===== src/hw/pwm_timer_pkg.sv =====
// Package: register map, field positions, reset values and types of the dual timer
package pwm_timer_pkg;
    // ************************************************************
    // Register byte addresses (one aligned word each)
    // ************************************************************
    localparam logic [7:0] CTRL_ONE_0    = 8'h00;
    localparam logic [7:0] CTRL_TWO_0    = 8'h04;
    localparam logic [7:0] CMP_HI_0      = 8'h08;
    localparam logic [7:0] CMP_LO_0      = 8'h0C;
    localparam logic [7:0] LIM_HI_0      = 8'h10;
    localparam logic [7:0] LIM_LO_0      = 8'h14;
    localparam logic [7:0] COUNT_0       = 8'h18;
    localparam logic [7:0] CAPT_0        = 8'h1C;
    localparam logic [7:0] STATUS_0      = 8'h20;
    localparam logic [7:0] UNIT_STRIDE   = 8'h40;
    localparam logic [7:0] SHARED_THREE  = 8'h80;
    localparam logic [7:0] POLARITY_CFG  = 8'h84;
    // ************************************************************
    // Field positions
    // ************************************************************
    localparam int CLR_BIT  = 0;
    localparam int CLRM_BIT = 1;
    localparam int RUN_BIT  = 2;
    localparam int RUNM_BIT = 3;
    localparam int MODE_BIT = 7;
    localparam int WAV_BIT  = 5;
    localparam int S_RUN    = 0;
    localparam int S_SET    = 1;
    localparam int S_OUT    = 2;
    localparam int S_OVF    = 3;
    localparam int M1_BIT   = 5;
    localparam int CKS_BIT  = 4;
    localparam int M0_BIT   = 7;
    localparam int RPOL_BIT = 3;
    localparam int CPOL_BIT = 4;
    // ************************************************************
    // Reset values and limits
    // ************************************************************
    localparam logic [15:0] LIMIT_RST = 16'hFFFF;
    localparam logic [4:0]  PRESC_MAX = 5'h10;
    localparam logic [31:0] PSLVERR_NONE = 32'h0000_0000;

    typedef enum logic [2:0] {
        EDGE_IDLE = 3'b001,
        EDGE_RUN  = 3'b010,
        EDGE_DONE = 3'b100
    } edge_state_t;

    typedef struct packed {
        logic [7:0]  ctrl_one;
        logic [7:0]  ctrl_two;
        logic [7:0]  cmp_hi_buf;
        logic [7:0]  lim_hi_buf;
        logic [15:0] cmp_pend;
        logic        cmp_new;
        logic [15:0] cmp_act;
        logic [15:0] limit;
        logic [15:0] count;
        logic [15:0] capt;
        logic [15:0] presc;
        logic        ovf;
        logic        wave;
        logic        running;
        logic        run_prev;
        edge_state_t est;
    } unit_t;

    typedef struct packed {
        logic        out_r;
        logic        oe_r;
    } pin_t;
endpackage


===== src/hw/dual_pwm_timer.sv =====
// Dual 16-bit timer / PWM unit with APB register slave
//
// The placing of the registers and the APB interface to the registers were left to the implementer.
`timescale 1ns/100ps
module dual_pwm_timer (
    input  wire logic        CLK,
    input  wire logic        RESETN,
    input  wire logic        PSEL,
    input  wire logic        PENABLE,
    input  wire logic        PWRITE,
    input  wire logic [7:0]  PADDR,
    input  wire logic [31:0] PWDATA,
    output logic      [31:0] PRDATA,
    output logic             PREADY,
    output logic             PSLVERR,
    input  wire logic        EXTERNAL_RUN_PIN,
    input  wire logic        EXTERNAL_CLEAR_PIN,
    input  wire logic        EXTERNAL_COUNT_CLOCK_PIN,
    output logic      [1:0]  UNIT_OUTPUT_WAVE,
    output logic      [1:0]  UNIT_OUTPUT_WAVE_OE
);
    // ************************************************************
    // State
    // ************************************************************
    typedef struct packed {
        pwm_timer_pkg::unit_t [1:0] u;
        logic [7:0]  shared3;
        logic [7:0]  pol;
        logic [2:0]  run_s;
        logic [2:0]  clr_s;
        logic [2:0]  ck_s;
        logic [31:0] prdata;
        logic        pready;
        logic        pslverr;
        pwm_timer_pkg::pin_t [1:0] pin;
    } state_t;

    state_t st_r;
    state_t st_nxt;

    logic [1:0]  presc_tick;
    logic [1:0]  unit_set;
    logic [1:0]  count_en;
    logic [1:0]  phase_end;
    logic        ext_run_lvl;
    logic        ext_run_edge;
    logic        ext_clr_lvl;
    logic        ext_clr_edge;
    logic        ext_ck_en;
    logic        wr_acc;
    logic        rd_acc;
    logic [7:0]  local_addr;
    logic [1:0]  unit_hit;
    logic        shared_hit;

    // ************************************************************
    // External pins of unit 0
    // ************************************************************
    always_comb begin
        // Stage 1 feeds stage 2 only; detection looks at stages 2 and 3
        ext_run_lvl  = st_r.run_s[1] ^ st_r.pol[pwm_timer_pkg::RPOL_BIT];
        ext_run_edge = ext_run_lvl
                     & ~(st_r.run_s[2] ^ st_r.pol[pwm_timer_pkg::RPOL_BIT]);
        ext_clr_lvl  = st_r.clr_s[1] ^ st_r.pol[pwm_timer_pkg::CPOL_BIT];
        ext_clr_edge = ext_clr_lvl
                     & ~(st_r.clr_s[2] ^ st_r.pol[pwm_timer_pkg::CPOL_BIT]);
        ext_ck_en    = st_r.ck_s[1] & ~st_r.ck_s[2];
    end

    // ************************************************************
    // Per-unit combinational terms
    // ************************************************************
    for (genvar i = 0; i < 2; i++) begin : g_unit
        logic [4:0] exp_v;
        logic       src_en;
        logic       internal_set;
        logic       ext_clear;
        logic       mask;
        always_comb begin
            exp_v  = (st_r.u[i].ctrl_two[4:0] > pwm_timer_pkg::PRESC_MAX)
                   ? pwm_timer_pkg::PRESC_MAX : st_r.u[i].ctrl_two[4:0];
            src_en = (i == 0 && st_r.shared3[pwm_timer_pkg::CKS_BIT]) ? ext_ck_en : 1'b1;
            // Tick when all low exponent bits of the prescaler roll over
            presc_tick[i] = src_en
                && ((st_r.u[i].presc & ((17'h1_0000 >> (16 - exp_v)) - 17'h1))
                    == (16'hFFFF >> (16 - exp_v)) || exp_v == 5'h00);
            internal_set = st_r.u[i].ctrl_one[pwm_timer_pkg::CLR_BIT];
            ext_clear    = 1'b0;
            if (i == 0 && st_r.u[0].ctrl_one[pwm_timer_pkg::CLRM_BIT]) begin
                ext_clear = ext_clr_edge;
            end else if (i == 0) begin
                ext_clear = ext_clr_lvl;
            end
            if (i == 0) begin
                unique case (st_r.shared3[1:0])
                    2'b01:   internal_set = ~ext_clear;
                    2'b10:   internal_set = internal_set & ~ext_clear;
                    default: internal_set = internal_set;
                endcase
            end
            mask = (i == 0) ? st_r.shared3[pwm_timer_pkg::M0_BIT]
                            : st_r.shared3[pwm_timer_pkg::M1_BIT];
            unit_set[i]  = internal_set & ~mask;
            count_en[i]  = unit_set[i] && presc_tick[i]
                        && (st_r.u[i].ctrl_one[pwm_timer_pkg::MODE_BIT]
                            || st_r.u[i].running);
            phase_end[i] = st_r.u[i].ctrl_one[pwm_timer_pkg::MODE_BIT]
                         ? (st_r.u[i].count >= st_r.u[i].limit - 16'h0001)
                         : (st_r.u[i].count >= st_r.u[i].cmp_act - 16'h0001);
        end
    end

    // ************************************************************
    // APB decode
    // ************************************************************
    always_comb begin
        wr_acc     = PSEL & PENABLE & PWRITE & ~st_r.pready;
        rd_acc     = PSEL & PENABLE & ~PWRITE & ~st_r.pready;
        local_addr = {2'b00, PADDR[5:0]};
        unit_hit[0] = PADDR[7:6] == 2'b00;
        unit_hit[1] = PADDR[7:6] == 2'b01;
        shared_hit  = PADDR[7:6] == 2'b10;
    end

    // ************************************************************
    // Next state
    // ************************************************************
    always_comb begin
        logic run_req;
        logic wr_u;
        logic [15:0] wdat16;
        run_req = 1'b0;
        wr_u    = 1'b0;
        wdat16  = 16'h0000;
        st_nxt  = st_r;
        st_nxt.run_s = {st_r.run_s[1:0], EXTERNAL_RUN_PIN};
        st_nxt.clr_s = {st_r.clr_s[1:0], EXTERNAL_CLEAR_PIN};
        st_nxt.ck_s  = {st_r.ck_s[1:0], EXTERNAL_COUNT_CLOCK_PIN};
        st_nxt.pready  = PSEL & PENABLE & ~st_r.pready;
        st_nxt.pslverr = 1'b0;

        for (int i = 0; i < 2; i++) begin
            // Run request from bit, pin level or pin edge
            run_req = st_r.u[i].ctrl_one[pwm_timer_pkg::RUN_BIT];
            if (i == 0 && st_r.shared3[3:2] != 2'b00) begin
                if (st_r.u[0].ctrl_one[pwm_timer_pkg::RUNM_BIT]) begin
                    unique case (st_r.u[0].est)
                        pwm_timer_pkg::EDGE_IDLE:
                            if (ext_run_edge) st_nxt.u[0].est = pwm_timer_pkg::EDGE_RUN;
                        pwm_timer_pkg::EDGE_RUN:
                            if (ext_run_edge) st_nxt.u[0].est = pwm_timer_pkg::EDGE_DONE;
                        pwm_timer_pkg::EDGE_DONE:
                            st_nxt.u[0].est = pwm_timer_pkg::EDGE_DONE;
                    endcase
                    run_req = (st_r.u[0].est == pwm_timer_pkg::EDGE_RUN)
                            && !(ext_run_edge);
                end else begin
                    run_req = ext_run_lvl;
                end
                if (st_r.shared3[3:2] == 2'b10) begin
                    run_req = run_req | st_r.u[0].ctrl_one[pwm_timer_pkg::RUN_BIT];
                end
            end
            st_nxt.u[i].running = run_req & unit_set[i]
                                & ~st_r.u[i].ctrl_one[pwm_timer_pkg::MODE_BIT];
            st_nxt.u[i].run_prev = st_r.u[i].running;

            if (!unit_set[i]) begin
                st_nxt.u[i].count   = 16'h0000;
                st_nxt.u[i].presc   = 16'h0000;
                st_nxt.u[i].ovf     = 1'b0;
                st_nxt.u[i].wave    = 1'b0;
                st_nxt.u[i].est     = pwm_timer_pkg::EDGE_IDLE;
                st_nxt.u[i].cmp_act = st_r.u[i].cmp_pend;
                st_nxt.u[i].cmp_new = 1'b0;
            end else begin
                // External source advances the prescaler only on its sampled edges
                if ((st_r.u[i].running | st_r.u[i].ctrl_one[pwm_timer_pkg::MODE_BIT])
                    && (i != 0 || !st_r.shared3[pwm_timer_pkg::CKS_BIT] || ext_ck_en))
                    st_nxt.u[i].presc = st_r.u[i].presc + 16'h0001;
                if (st_r.u[i].run_prev && !st_r.u[i].running
                    && !st_r.u[i].ctrl_one[pwm_timer_pkg::MODE_BIT]) begin
                    st_nxt.u[i].capt = st_r.u[i].count;
                end
                if (count_en[i]) begin
                    if (phase_end[i]) begin
                        st_nxt.u[i].count = 16'h0000;
                        st_nxt.u[i].ovf   = 1'b1;
                        if (st_r.u[i].cmp_new) begin
                            st_nxt.u[i].cmp_act = st_r.u[i].cmp_pend;
                            st_nxt.u[i].cmp_new = 1'b0;
                        end
                    end else begin
                        st_nxt.u[i].count = st_r.u[i].count + 16'h0001;
                    end
                end
                if (st_r.u[i].ctrl_one[pwm_timer_pkg::MODE_BIT]) begin
                    // PWM: high from period start until count meets compare
                    st_nxt.u[i].wave = (st_nxt.u[i].count < st_r.u[i].cmp_act)
                                    || (st_r.u[i].cmp_act >= st_r.u[i].limit);
                    if (st_r.u[i].cmp_act == 16'h0000) st_nxt.u[i].wave = 1'b0;
                end else if (count_en[i] && phase_end[i]) begin
                    st_nxt.u[i].wave = st_r.u[i].ctrl_two[pwm_timer_pkg::WAV_BIT]
                                     ? ~st_r.u[i].wave : 1'b1;
                end else if (!st_r.u[i].ctrl_two[pwm_timer_pkg::WAV_BIT] && count_en[i]) begin
                    st_nxt.u[i].wave = 1'b0;
                end
            end

            // Register writes
            wr_u   = wr_acc & unit_hit[i];
            wdat16 = 16'h0000;
            if (wr_u) begin
                unique case (local_addr)
                    pwm_timer_pkg::CTRL_ONE_0: st_nxt.u[i].ctrl_one = PWDATA[7:0];
                    pwm_timer_pkg::CTRL_TWO_0: begin
                        st_nxt.u[i].ctrl_two = PWDATA[7:0];
                        if (PWDATA[4:0] > pwm_timer_pkg::PRESC_MAX)
                            st_nxt.u[i].ctrl_two[4:0] = pwm_timer_pkg::PRESC_MAX;
                    end
                    pwm_timer_pkg::CMP_HI_0:   st_nxt.u[i].cmp_hi_buf = PWDATA[7:0];
                    pwm_timer_pkg::CMP_LO_0: begin
                        st_nxt.u[i].cmp_pend = {st_r.u[i].cmp_hi_buf, PWDATA[7:0]};
                        st_nxt.u[i].cmp_new  = 1'b1;
                    end
                    pwm_timer_pkg::LIM_HI_0:   st_nxt.u[i].lim_hi_buf = PWDATA[7:0];
                    pwm_timer_pkg::LIM_LO_0: begin
                        wdat16 = {st_r.u[i].lim_hi_buf, PWDATA[7:0]};
                        st_nxt.u[i].limit = wdat16;
                    end
                    default: st_nxt.pslverr = 1'b0;
                endcase
            end
            st_nxt.pin[i].out_r = st_nxt.u[i].wave;
            st_nxt.pin[i].oe_r  = unit_set[i];
        end

        if (wr_acc && shared_hit) begin
            if (PADDR == pwm_timer_pkg::SHARED_THREE) st_nxt.shared3 = PWDATA[7:0];
            if (PADDR == pwm_timer_pkg::POLARITY_CFG) st_nxt.pol = PWDATA[7:0];
        end

        if (rd_acc) begin
            st_nxt.prdata = 32'h0000_0000;
            for (int i = 0; i < 2; i++) begin
                if (unit_hit[i]) begin
                    unique case (local_addr)
                        pwm_timer_pkg::CTRL_ONE_0: st_nxt.prdata[7:0] = st_r.u[i].ctrl_one;
                        pwm_timer_pkg::CTRL_TWO_0: st_nxt.prdata[7:0] = st_r.u[i].ctrl_two;
                        pwm_timer_pkg::COUNT_0:    st_nxt.prdata[15:0] = st_r.u[i].count;
                        pwm_timer_pkg::CAPT_0:     st_nxt.prdata[15:0] = st_r.u[i].capt;
                        pwm_timer_pkg::STATUS_0:
                            st_nxt.prdata[3:0] = {st_r.u[i].ovf, st_r.u[i].wave,
                                                  unit_set[i], st_r.u[i].running};
                        default:                   st_nxt.prdata = 32'h0000_0000;
                    endcase
                end
            end
            if (PADDR == pwm_timer_pkg::SHARED_THREE) st_nxt.prdata[7:0] = st_r.shared3;
            if (PADDR == pwm_timer_pkg::POLARITY_CFG) st_nxt.prdata[7:0] = st_r.pol;
        end
    end

    // ************************************************************
    // Registers
    // ************************************************************
    always_ff @(posedge CLK or negedge RESETN) begin
        if (!RESETN) begin
            st_r <= '0;
            st_r.u[0].limit <= pwm_timer_pkg::LIMIT_RST;
            st_r.u[1].limit <= pwm_timer_pkg::LIMIT_RST;
            st_r.u[0].est   <= pwm_timer_pkg::EDGE_IDLE;
            st_r.u[1].est   <= pwm_timer_pkg::EDGE_IDLE;
        end else begin
            st_r <= st_nxt;
        end
    end

    always_comb begin
        PRDATA  = st_r.prdata;
        PREADY  = st_r.pready;
        PSLVERR = st_r.pslverr;
        UNIT_OUTPUT_WAVE    = {st_r.pin[1].out_r, st_r.pin[0].out_r};
        UNIT_OUTPUT_WAVE_OE = {st_r.pin[1].oe_r, st_r.pin[0].oe_r};
    end
endmodule // dual_pwm_timer


===== config.mk =====
export PLATFORM = sky130hd
export DESIGN_NAME = dual_pwm_timer
export DESIGN_NICKNAME = d
export VERILOG_FILES = /design/src/hw/pwm_timer_pkg.sv /design/src/hw/dual_pwm_timer.sv
export SDC_FILE = /design/constraint.sdc
export NUM_CORES = 1
export LEC_CHECK = 0
export BUFFER_PORTS_ARGS = -buffer_cell sky130_fd_sc_hd__buf_2
export CAP_MARGIN = 40
export CELL_PAD_IN_SITES_DETAIL_PLACEMENT = 1
export CELL_PAD_IN_SITES_GLOBAL_PLACEMENT = 1
export CORE_ASPECT_RATIO = 0.8
export CORE_MARGIN = 2
export CORE_UTILIZATION = 28
export CTS_BUF_LIST = sky130_fd_sc_hd__clkbuf_8 sky130_fd_sc_hd__clkbuf_16
export CTS_CLUSTER_SIZE = 10
export DETAILED_ROUTE_END_ITERATION = 10
export GPL_TIMING_DRIVEN = 0
export PLACE_DENSITY = 0.62
export REMOVE_ABC_BUFFERS = 1
export SLEW_MARGIN = 20
export SYNTH_ARGS = -nofsm -noshare
export SYNTH_HDL_FRONTEND = slang
export SYNTH_SLANG_ARGS = --single-unit

===== constraint.sdc =====
create_clock -name CLK -period 7.05 [get_ports CLK]
set_input_delay 1.41 -clock CLK [delete_from_list [all_inputs] [get_ports CLK]]
set_output_delay 1.41 -clock CLK [all_outputs]
set_load 0.02 [all_outputs]

Word level (Yosys, flattened, before mapping)

Index checks and enable logic that the tools add are counted.

Output and inout bits: 38
Register bits after elaboration: 329
Bits of input ports: 48

$add $sub $neg: 12
Equal/unequal tests: 34
$lt $le $gt $ge: 11
Reduce and logical (&&, ||, !) cells: 61
Muxes and demuxes: 67
Shift-type cells: 4
Bitwise logic cells: 39

Operators by type and width:

| cell                                                | count |
|---|---|
| two-way mux 16 bit                                  | 14 |
| two-way mux 17 bit                                  | 6 |
| greater-or-equal comparator 16 bit                  | 6 |
| adder 16 x 1 -> 16 bit, second input constant       | 4 |
| right shift 16 x 32 -> 17 bit, first input constant | 2 |
| right shift 17 x 32 -> 17 bit, first input constant | 2 |
| subtractor 16 x 1 -> 16 bit, second input constant  | 4 |
| case mux 4 bit (5 select lines)                     | 3 |
| two-way mux 18 bit                                  | 2 |
| AND reduction 2 bit                                 | 18 |
| bitwise AND 16 x 17 -> 17 bit                       | 2 |
| == test 17 bit                                      | 2 |
| subtractor 17 x 1 -> 17 bit, second input constant  | 2 |
| logical NOT 16 bit                                  | 2 |
| less-than comparator 16 bit                         | 2 |
| two-way mux 32 bit                                  | 1 |
| two-way mux 1 bit                                   | 26 |
| == test 6 x 5 -> 1 bit, second input constant       | 4 |
| case mux 8 bit (3 select lines)                     | 1 |
| bitwise AND 1 bit                                   | 18 |
| == test 8 bit, second input constant                | 2 |
| logical AND 1 bit                                   | 16 |
| two-way mux 8 bit                                   | 2 |
| case mux 4 bit (4 select lines)                     | 1 |
| other kinds (32)                                    | 86 |

Longest topological paths before layout

Gate-level depths: netlist of run 1.

Word-level depth: 18
Depth in mapped cells: 34
Mapped depth without buffers: 32

Least setup slack after synthesis of run 1

No wires, ideal clock.

Path kind: register -> register
From: reg st_r[183] in the netlist's numbering
To: reg st_r (netlist bit UNIT_OUTPUT_WAVE[0])
Setup time: 0.127 ns
Period minus slack after synthesis: 6.920 ns
Slack: 0.130 ns
Arrival: 6.793 ns
Path buffers: 2
Stages on the path, launching flop included: 30
Cells stage by stage: dfrtp_1 > buf_4 > nor2b_1 > inv_1 > ha_1 > inv_1 > nor2_1 > ha_1 > inv_2 > nor4_2 > nand3_1 > ha_1 > nor2b_1 > a311o_1 > or4_1 > nor4_2 > nand4_2 > clkbuf_1 > a211oi_1 > xnor2_1 > nor2_1 > ha_1 > nand4_1 > or2_2 > nor3_1 > nand3_1 > or3_1 > or2_2 > a32oi_1 > o22ai_1

Word-level cells in the longest chain between the ends: 18
Elaborated cells between the ends (all ways): 24
Classes of those cells: add/sub (2); order compare (2); eq/ne (2); shift (2); mux (7); bitwise (1); reduce/logical (8)

Ends and longest elaborated chain:

| element                       | RTL line                                   | source |
|---|---|---|
| start: declaration            | dual_pwm_timer.sv:38                       | `state_t st_r;` |
| start signal: assignment      | dual_pwm_timer.sv:275                      | `st_r <= st_nxt;` |
| greater-than comparator 5 bit | dual_pwm_timer.sv:80                       | `exp_v = (st_r.u[i].ctrl_two[4:0] > pwm_timer_pkg::PRESC_MAX)` |
| two-way mux 5 bit (*)         | dual_pwm_timer.sv:81                       | `? pwm_timer_pkg::PRESC_MAX : st_r.u[i].ctrl_two[4:0];` |
| subtractor 5 x 5 -> 6 bit     | dual_pwm_timer.sv:85, dual_pwm_timer.sv:86 |  |
| right shift 17 x 32 -> 17 bit | dual_pwm_timer.sv:85                       | `&& ((st_r.u[i].presc & ((17'h1_0000 >> (16 - exp_v)) - 17'h1))` |
| subtractor 17 x 1 -> 17 bit   | dual_pwm_timer.sv:85                       |  |
| bitwise AND 16 x 17 -> 17 bit | dual_pwm_timer.sv:85                       |  |
| == test 17 bit                | dual_pwm_timer.sv:86                       | `== (16'hFFFF >> (16 - exp_v)) \|\| exp_v == 5'h00);` |
| logical OR 1 bit (*)          | dual_pwm_timer.sv:86                       |  |
| [... 2 more ...]              | n/a                                        |  |
| logical AND 1 bit (*)         | dual_pwm_timer.sv:105                      | `&& (st_r.u[i].ctrl_one[pwm_timer_pkg::MODE_BIT]` |
| two-way mux 16 bit            | dual_pwm_timer.sv:185                      | `if (count_en[i]) begin` |
| two-way mux 16 bit            | dual_pwm_timer.sv:168                      | `if (!unit_set[i]) begin` |
| less-than comparator 16 bit   | dual_pwm_timer.sv:199                      | `st_nxt.u[i].wave = (st_nxt.u[i].count < st_r.u[i].cmp_act)` |
| logical OR 1 bit              | dual_pwm_timer.sv:200                      | `\|\| (st_r.u[i].cmp_act >= st_r.u[i].limit);` |
| two-way mux 1 bit             | dual_pwm_timer.sv:201                      | `if (st_r.u[i].cmp_act == 16'h0000) st_nxt.u[i].wave = 1'b0;` |
| two-way mux 1 bit             | dual_pwm_timer.sv:197                      | `if (st_r.u[i].ctrl_one[pwm_timer_pkg::MODE_BIT]) begin` |
| two-way mux 18 bit            | dual_pwm_timer.sv:168                      |  |

Mark *: on every way between the ends. The rest lies on a longest branch, timed or not. The select of a mux whose other input is x is not followed.
A chain may end at the register's enable or synchronous reset.

Worst setup path in the final report of run 1

From: reg st_r[187] in the netlist's numbering
To: reg st_r (netlist bit UNIT_OUTPUT_WAVE[0])

Same word-level chain as after synthesis.

==> impl_metrics.py, run 1 <==
metrics = {
    "drt": {
        "wire_per_inst_um": 20.6,
        "viasPerCell": 5.26,
        "final_antenna_net_count": 0,
        "drc_errors": 0,
        "routed_wl_um": 62600,
        "firstDrtPassIters": 5,
        "routed-via-count": 15991,
        "first_iter_violations": 1040,
    },
    "clock_tree": {
        "clkSlewWorstSetupHoldPaths_ns": 0.06,
        "postCtsHoldBufs": 0,
        "cts_tree": "built",
        "clock_latency_ns": 0.56,
        "cts_max_path_buffers": 3,
        "clockRootBuffer": "clkbuf_16",
        "cts_num_sinks": 313,
        "cts_buffers": 39,
        "h-tree-depth": 2,
    },
    "setup_path": {
        "cp-start-kind": "flip-flop",
        "worst-setup-path-type": "reg2reg",
        "end_kind": "flip-flop",
        "required_ns": 7.47,
        "crit_arrival_ns": 7.12,
        "cp_max_fo": 9,
    },
    "floorplan": {
        "die_y_um": 242,
        "die-area_um2": 73000,
        "std_cell_rows": 87,
        "initial_utilization_pct": 28.2,
        "dieWidth_um": 302,
        "design.core.area_um2": 70300,
        "ios": 86,
    },
    "layout": {
        "layout-drive-gt1-share_pct": 19.2,
        "nets": 2267,
        "final_common_cell": "dfrtp_1",
        "fillerInstances": 8051,
        "area_growth_pct": 14.2,
        "layout_common_cells": "dfrtp_1 (276), nor2_1 (171), mux2_2 (159), nand2_1 (146), ha_1 (138)",
        "fin_area_um2": 22700,
    },
    "grt": {
        "gr-total-overflow": 0,
        "grt_max_degree": 91,
        "grt_antenna_before_repair": 5,
        "grt_pass1_wl_um": 98300,
        "grt_usage_pct": 16.9,
        "grt_pass1_vias": 16487,
    },
    "sta": {
        "rsz0062_at_grt": "true",
        "slew_headroom_pct": 42.0,
        "tightest_slew_ns": 0.866,
        "maxSlewViolCount": 0,
        "setup_viol": 0,
        "fin_crit_sh_pct": 95.0,
        "fin_skew_ns": 0.0327,
        "period_needed_ns": 6.70,
        "holdWs_ns": 0.353,
        "timing.setup.tns_ns": 0,
        "hold_viol_final": 0,
        "layout_setup_ws_ns": 0.354,
        "fmax_ghz": 0.149,
    },
    "synthesis": {
        "ys_seq_area_share_pct": 39.7,
        "synthFlopType": "dfrtp_1",
        "ys_types": 84,
        "synth.avg_cell_area_um2": 9.71,
        "synth-edff-count": 0,
        "async_reset_ff_share_pct": 100,
        "netlist_instances": 2043,
        "synthesis.area_um2": 19800,
        "synth_seq_cells": 313,
        "yosysWarnings": 0,
    },
    "place": {
        "hpwl_um": 45700,
        "io_buffer_count": 44,
        "post-place-ws_ns": -2.25,
        "placed_area_um2": 21000,
        "place_congestion": 0.871,
    },
    "pwr": {
        "power.internal_w": 0.00302,
        "p_seq_share_pct": 45.0,
        "p_switching_w": 0.00109,
        "vdd_drop_max_mv": 0.140,
        "p_leak_nw": 10.3,
        "clkPwrFrac_pct": 46.2,
        "swShare_pct": 26.5,
        "power_per_cell_area_nw_per_um2": 182,
        "combPwrFrac_pct": 8.8,
        "p_total_w": 0.00411,
    },
    "outcome": {
        "status": "finished, final reports clean",
    },
    "run": {
        "max_cap_violations": 0,
    },
    "min_path": {
        "hp-class": "reg2reg",
    },
}
through the flow:
stage	cells	util, %
detailed placement	2938	29.9
CTS	3020	31.8
global placement	2915	29.4
floorplan	1937	-
finish	3039	32.2
global route	3038	32.2
final cells by class:
class                      instances  area [um^2]  area share (%)
sequential                       313         7880            34.8
multi-input combinational       1514        11200            49.6
inverter                         110          417            1.84
clock buffer                      42         1020            4.49
timing repair buffer              97          777            3.43
clock inverter                    28          158           0.696
antenna                            1         2.50          0.0110
tap                              934         1170            5.16
layer usage:
| layer | routed length, um | vias to the layer above | global-route usage, % |
|---|---|---|---|
| li1 | - | 7391 | - |
| met1 | 32500 | 8230 | 26.0 |
| met2 | 26300 | 289 | 24.9 |
| met3 | 2810 | 73 | 2.75 |
| met4 | 971 | 8 | 3.07 |
| met5 | 53 | - | 0 |
kinds of logic after synthesis:
family          after synthesis  share of synthesized area, %
buf+inv                     232                          5.18
compound gates              413                          14.1
other cells                   1                        0.0189
xor+xnor                    108                          4.77
mux                         213                          11.9
fa+ha+maj                   144                          9.09
flops                       313                          39.7
simple gates                619                          15.3
sequential cells by signal, summed over array words and instances (netlist names):
name                 flops
g_unit.mask              2
UNIT_OUTPUT_WAVE_OE      2
UNIT_OUTPUT_WAVE         2
PRDATA                  16
g_unit.internal_set      1
st_nxt                   8
st_r                   281
PREADY                   1
synthesized netlist by cell type (18+ instances only):
library cell / count / area share (%)
nand2b_1: 26 / 0.82
inv_1: 109 / 2.1
nor2_1: 173 / 3.3
a21o_1: 39 / 1.5
a21oi_1: 72 / 1.8
clkbuf_1: 78 / 1.5
mux2i_1: 38 / 1.9
mux2_2: 159 / 9.0
and2_1: 19 / 0.60
a211oi_1: 20 / 0.76
dfstp_2: 33 / 4.4
or3_1: 18 / 0.57
o21a_1: 19 / 0.72
nand3_1: 51 / 1.3
ha_1: 144 / 9.1
buf_4: 39 / 1.5
dfrtp_1: 280 / 35
xor2_1: 21 / 0.93
nand2_1: 148 / 2.8
nor3_1: 43 / 1.1
nand4_1: 48 / 1.5
nor4_1: 18 / 0.57
xnor2_1: 87 / 3.8
o21ai_0: 101 / 2.5
path summary, 6_finish.rpt:
path | depth (start not counted) | end | startpoint | slack (ns)
max | 27 | UNIT_OUTPUT_WAVE[0] | st_r[187] | 0.35
min | 0 | st_nxt[46] | st_nxt[45] | 0.35
max reg2reg | 27 | UNIT_OUTPUT_WAVE[0] | st_r[187] | 0.35
min reg2reg | 0 | st_nxt[46] | st_nxt[45] | 0.35
max in group asynchronous | 3 | st_r[131] | RESETN | 4.96
min in group asynchronous | 1 | st_r[81] | RESETN | 0.81
power groups by stage:
stage	registers [W]	logic [W]	clock network, W
6_report	0.00185	0.000363	0.00190
5_1_grt	0.00185	0.000398	0.00203
4_1_cts	0.00185	0.000361	0.00196
3_5_place_dp	0.00188	0.000353	0
3_3_place_gp	0.00188	0.000333	0
2_1_floorplan	0.00190	0.000166	0
repair_timing:
action                     in CTS  in global routing
pin swaps                       3                  2
buffers inserted               12                 13
setup endpoints to repair      32                  2
gates resized for setup        27                 21
critical path, cell delays in order, from the launching register on:
cell	delay, ns
dfrtp_4	0.54
inv_2	0.13
nand2_2	0.12
ha_4	0.24
buf_4	0.14
nand4bb_1	0.18
o21ai_1	0.43
nand3_1	0.16
ha_1	0.31
nor2b_1	0.06
a311o_1	0.31
or4_1	0.58
nor4_4	0.32
nand4_4	0.14
buf_12	0.19
buf_4	0.15
a211oi_1	0.27
xnor2_1	0.18
nor2_1	0.07
ha_1	0.32
nand4_1	0.09
or2_2	0.33
nor3_4	0.23
nand3_2	0.14
or3_1	0.34
or2_2	0.28
a32oi_1	0.22
o22ai_1	0.10
No activity file was read; power rests on OpenSTA's default activity.
==> run 2: changes to the inputs <==
--- a/config.mk
+++ b/config.mk
@@ -5,6 +5,7 @@
 export SDC_FILE = /design/constraint.sdc
 export NUM_CORES = 1
 export LEC_CHECK = 0
+export ABC_AREA = 1
 export BUFFER_PORTS_ARGS = -buffer_cell sky130_fd_sc_hd__buf_2
 export CAP_MARGIN = 40
 export CELL_PAD_IN_SITES_DETAIL_PLACEMENT = 1
@@ -16,7 +17,8 @@
 export CTS_CLUSTER_SIZE = 10
 export DETAILED_ROUTE_END_ITERATION = 10
 export GPL_TIMING_DRIVEN = 0
-export PLACE_DENSITY = 0.62
+export HOLD_SLACK_MARGIN = 0.03
+export PLACE_DENSITY = 0.64
 export REMOVE_ABC_BUFFERS = 1
 export SLEW_MARGIN = 20
 export SYNTH_ARGS = -nofsm -noshare
==> impl_metrics.py, run 2 <==
metrics = {
    "floorplan": {
        "die_y_um": 241,
        "dieWidth_um": 300,
        "die-area_um2": 72300,
        "initial_utilization_pct": 28.4,
        "ios": 86,
        "std_cell_rows": 86,
        "design.core.area_um2": 69200,
    },
    "synthesis": {
        "ys_types": 57,
        "netlist_instances": 2546,
        "yosysTopAreaCellShare_pct": 35.7,
        "synth.avg_cell_area_um2": 7.71,
        "synthesis.area_um2": 19600,
        "yosysMostFrequentCell": "nand2_1",
        "yosysWarnings": 0,
        "synth_area_leader_cell": "dfrtp_1",
        "synth_common_cells": "nand2_1 (544), inv_1 (333), dfrtp_1 (280), o21ai_0 (267), nor2_1 (216)",
        "synthFlopType": "dfrtp_1",
        "async_reset_ff_share_pct": 100,
        "ys_seq_area_share_pct": 40.1,
        "synth_seq_cells": 313,
        "synth-edff-count": 0,
        "synth_area_leaders": "dfrtp_1 (36%), nand2_1 (10%), ha_1 (9.2%)",
    },
    "clock_tree": {
        "clkSlewWorstSetupHoldPaths_ns": 0.06,
        "postCtsHoldBufs": 0,
        "cts_buffers": 40,
        "clock_latency_ns": 0.57,
        "cts_num_sinks": 313,
        "cts_tree": "built",
        "clockRootBuffer": "clkbuf_16",
        "cts_max_path_buffers": 3,
        "h-tree-depth": 2,
        "post_cts_buffers": 0,
    },
    "drt": {
        "final_antenna_net_count": 0,
        "routed-via-count": 17574,
        "viasPerCell": 4.98,
        "drc_errors": 0,
        "wire_per_inst_um": 18.5,
        "firstDrtPassIters": 5,
        "routed_wl_um": 65300,
        "first_iter_violations": 1103,
    },
    "layout": {
        "final_common_cell": "nand2_1",
        "nets": 2766,
        "layout-drive-gt1-share_pct": 9.10,
        "layout_common_cells": "nand2_1 (540), inv_1 (350), dfrtp_1 (280), o21ai_0 (267), nor2_1 (212)",
        "fillerInstances": 8351,
        "area_growth_pct": 13.5,
        "finalNonFillerCells": 3529,
        "largest_reg_flops": 281,
        "top_register": "st_r",
    },
    "sta": {
        "fmax_ghz": 0.158,
        "period_needed_ns": 6.35,
        "maxSlewViolCount": 0,
        "tightest_slew_ns": 0.857,
        "fin_skew_ns": 0.0311,
        "fin_crit_sh_pct": 90.0,
        "rsz0062_at_grt": "false",
        "hold_viol_final": 0,
        "slew_headroom_pct": 42.8,
        "setup_viol": 0,
        "layout_setup_ws_ns": 0.703,
    },
    "place": {
        "hpwl_um": 50200,
        "place_congestion": 0.865,
        "dp.cells": 3455,
        "io_buffer_count": 44,
        "post-place-ws_ns": 0.421,
    },
    "pwr": {
        "p_leak_nw": 10.8,
        "power_per_cell_area_nw_per_um2": 186,
        "p_total_w": 0.00415,
        "vdd_drop_max_mv": 0.126,
    },
    "setup_path": {
        "critPathMostFrequentCell": "nand2_1",
        "slowest_stage": "dfrtp_1",
        "crit_arrival_ns": 6.79,
        "worst-setup-path-type": "reg2reg",
        "cp_max_fo": 13,
        "cp-start-kind": "flip-flop",
        "required_ns": 7.49,
        "end_kind": "flip-flop",
        "slowest_delay_ns": 0.51,
    },
    "grt": {
        "busiest_layer": "met2",
        "grt_pass1_wl_um": 104000,
        "grt_antenna_before_repair": 2,
        "met3_usage_pct": 2.69,
        "grt_pass1_vias": 18348,
        "grt_usage_pct": 18.3,
        "grt_max_degree": 97,
        "use_met2_pct": 28.5,
        "grtUsageMet1_pct": 26.7,
        "gr-total-overflow": 0,
    },
    "run": {
        "max_cap_violations": 0,
    },
    "outcome": {
        "status": "finished, final reports clean",
    },
    "min_path": {
        "hp-class": "reg2reg",
    },
}
-- run 2: cell count changes after synthesis, sizes merged, moves of 39 or more --
cell and change:
mux2 -159, a21oi +49, inv +231, o21ai +171, nand3 +87, xor2 +39
xnor2 -81, nor2 +56, nand2 +409
-- run 2: cell type report --
| class | instances | area, um^2 | share of cell area, % |
|---|---|---|---|
| clock buffer | 46 | 1080 | 4.86 |
| timing repair buffer | 67 | 629 | 2.82 |
| inverter | 346 | 1300 | 5.83 |
| multi-input combinational | 1806 | 10100 | 45.2 |
| antenna | 2 | 5.00 | 0.0225 |
| clock inverter | 25 | 166 | 0.747 |
| sequential | 313 | 7870 | 35.3 |
| tap | 924 | 1160 | 5.19 |
-- run 2: cells by family (layout without fill, tap and decap cells) --
logic type / after synthesis / after routing / share of synthesized area [%]
AO/OA/AOI/OAI: 490 / 490 / 13.8
XOR/XNOR: 66 / 66 / 2.94
adder cells (fa/ha/maj): 144 / 144 / 9.17
buffers and inverters: 443 / 484 / 9.28
flip-flops: 313 / 313 / 40.1
multiplexers: 16 / 16 / 0.917
other: 1 / 19 / 0.0191
AND/OR/NAND/NOR: 1073 / 1073 / 23.7
-- run 2: timing repair --
action,CTS,global route
endpoints found under the setup margin,0,2
gates resized for setup,0,9
endpoints found under the hold margin,0,0
-- run 2: power breakdown --
part	switching, W	total (W)	internal, W
sequential	0.0000225	0.00185	0.00182
clock	0.000833	0.00200	0.00116
combinational	0.000223	0.000311	0.0000878
total	0.00108	0.00415	0.00307
-- run 2: critical path, delay by kind of cell (launching register included) --
family,cells,cell delay (ns)
compound gates,2,0.32
simple gates,30,3.86
buf+inv,5,0.51
flops,1,0.51
fa+ha+maj,3,1.01
-- run 2: metrics by stage --
step | util, % | TNS, ns | area, um^2 | hold WS (ns)
floorplan | - | 0 | 19200 | 0.331
global placement | 29.7 | -466.39 | 20600 | 0.339
detailed placement | 30.3 | 0 | 21000 | 0.340
CTS | 32.1 | 0 | 22200 | 0.354
global route | 32.2 | 0 | 22300 | 0.368
finish | 32.2 | 0 | 22300 | 0.348
-- run 2: worst paths after layout --
| kind | slack [ns] | cells after the start | from | end |
|---|---|---|---|---|
| worst max-delay path | 0.70 | 40 | st_r[323] | UNIT_OUTPUT_WAVE[1] |
| worst min-delay path | 0.35 | 0 | st_nxt[42] | st_nxt[43] |
| worst max register to register | 0.70 | 40 | st_r[323] | UNIT_OUTPUT_WAVE[1] |
| worst min register to register | 0.35 | 0 | st_nxt[42] | st_nxt[43] |
| max in group asynchronous | 5.00 | 3 | RESETN | st_r[218] |
| min in group asynchronous | 0.78 | 1 | RESETN | st_r[77] |
-- run 2: layer usage --
metal / vias up / routed length [um]
met5: - / 0
met2: 267 / 28300
met3: 83 / 2930
met4: 0 / 1230
met1: 8774 / 32800
li1: 8450 / -
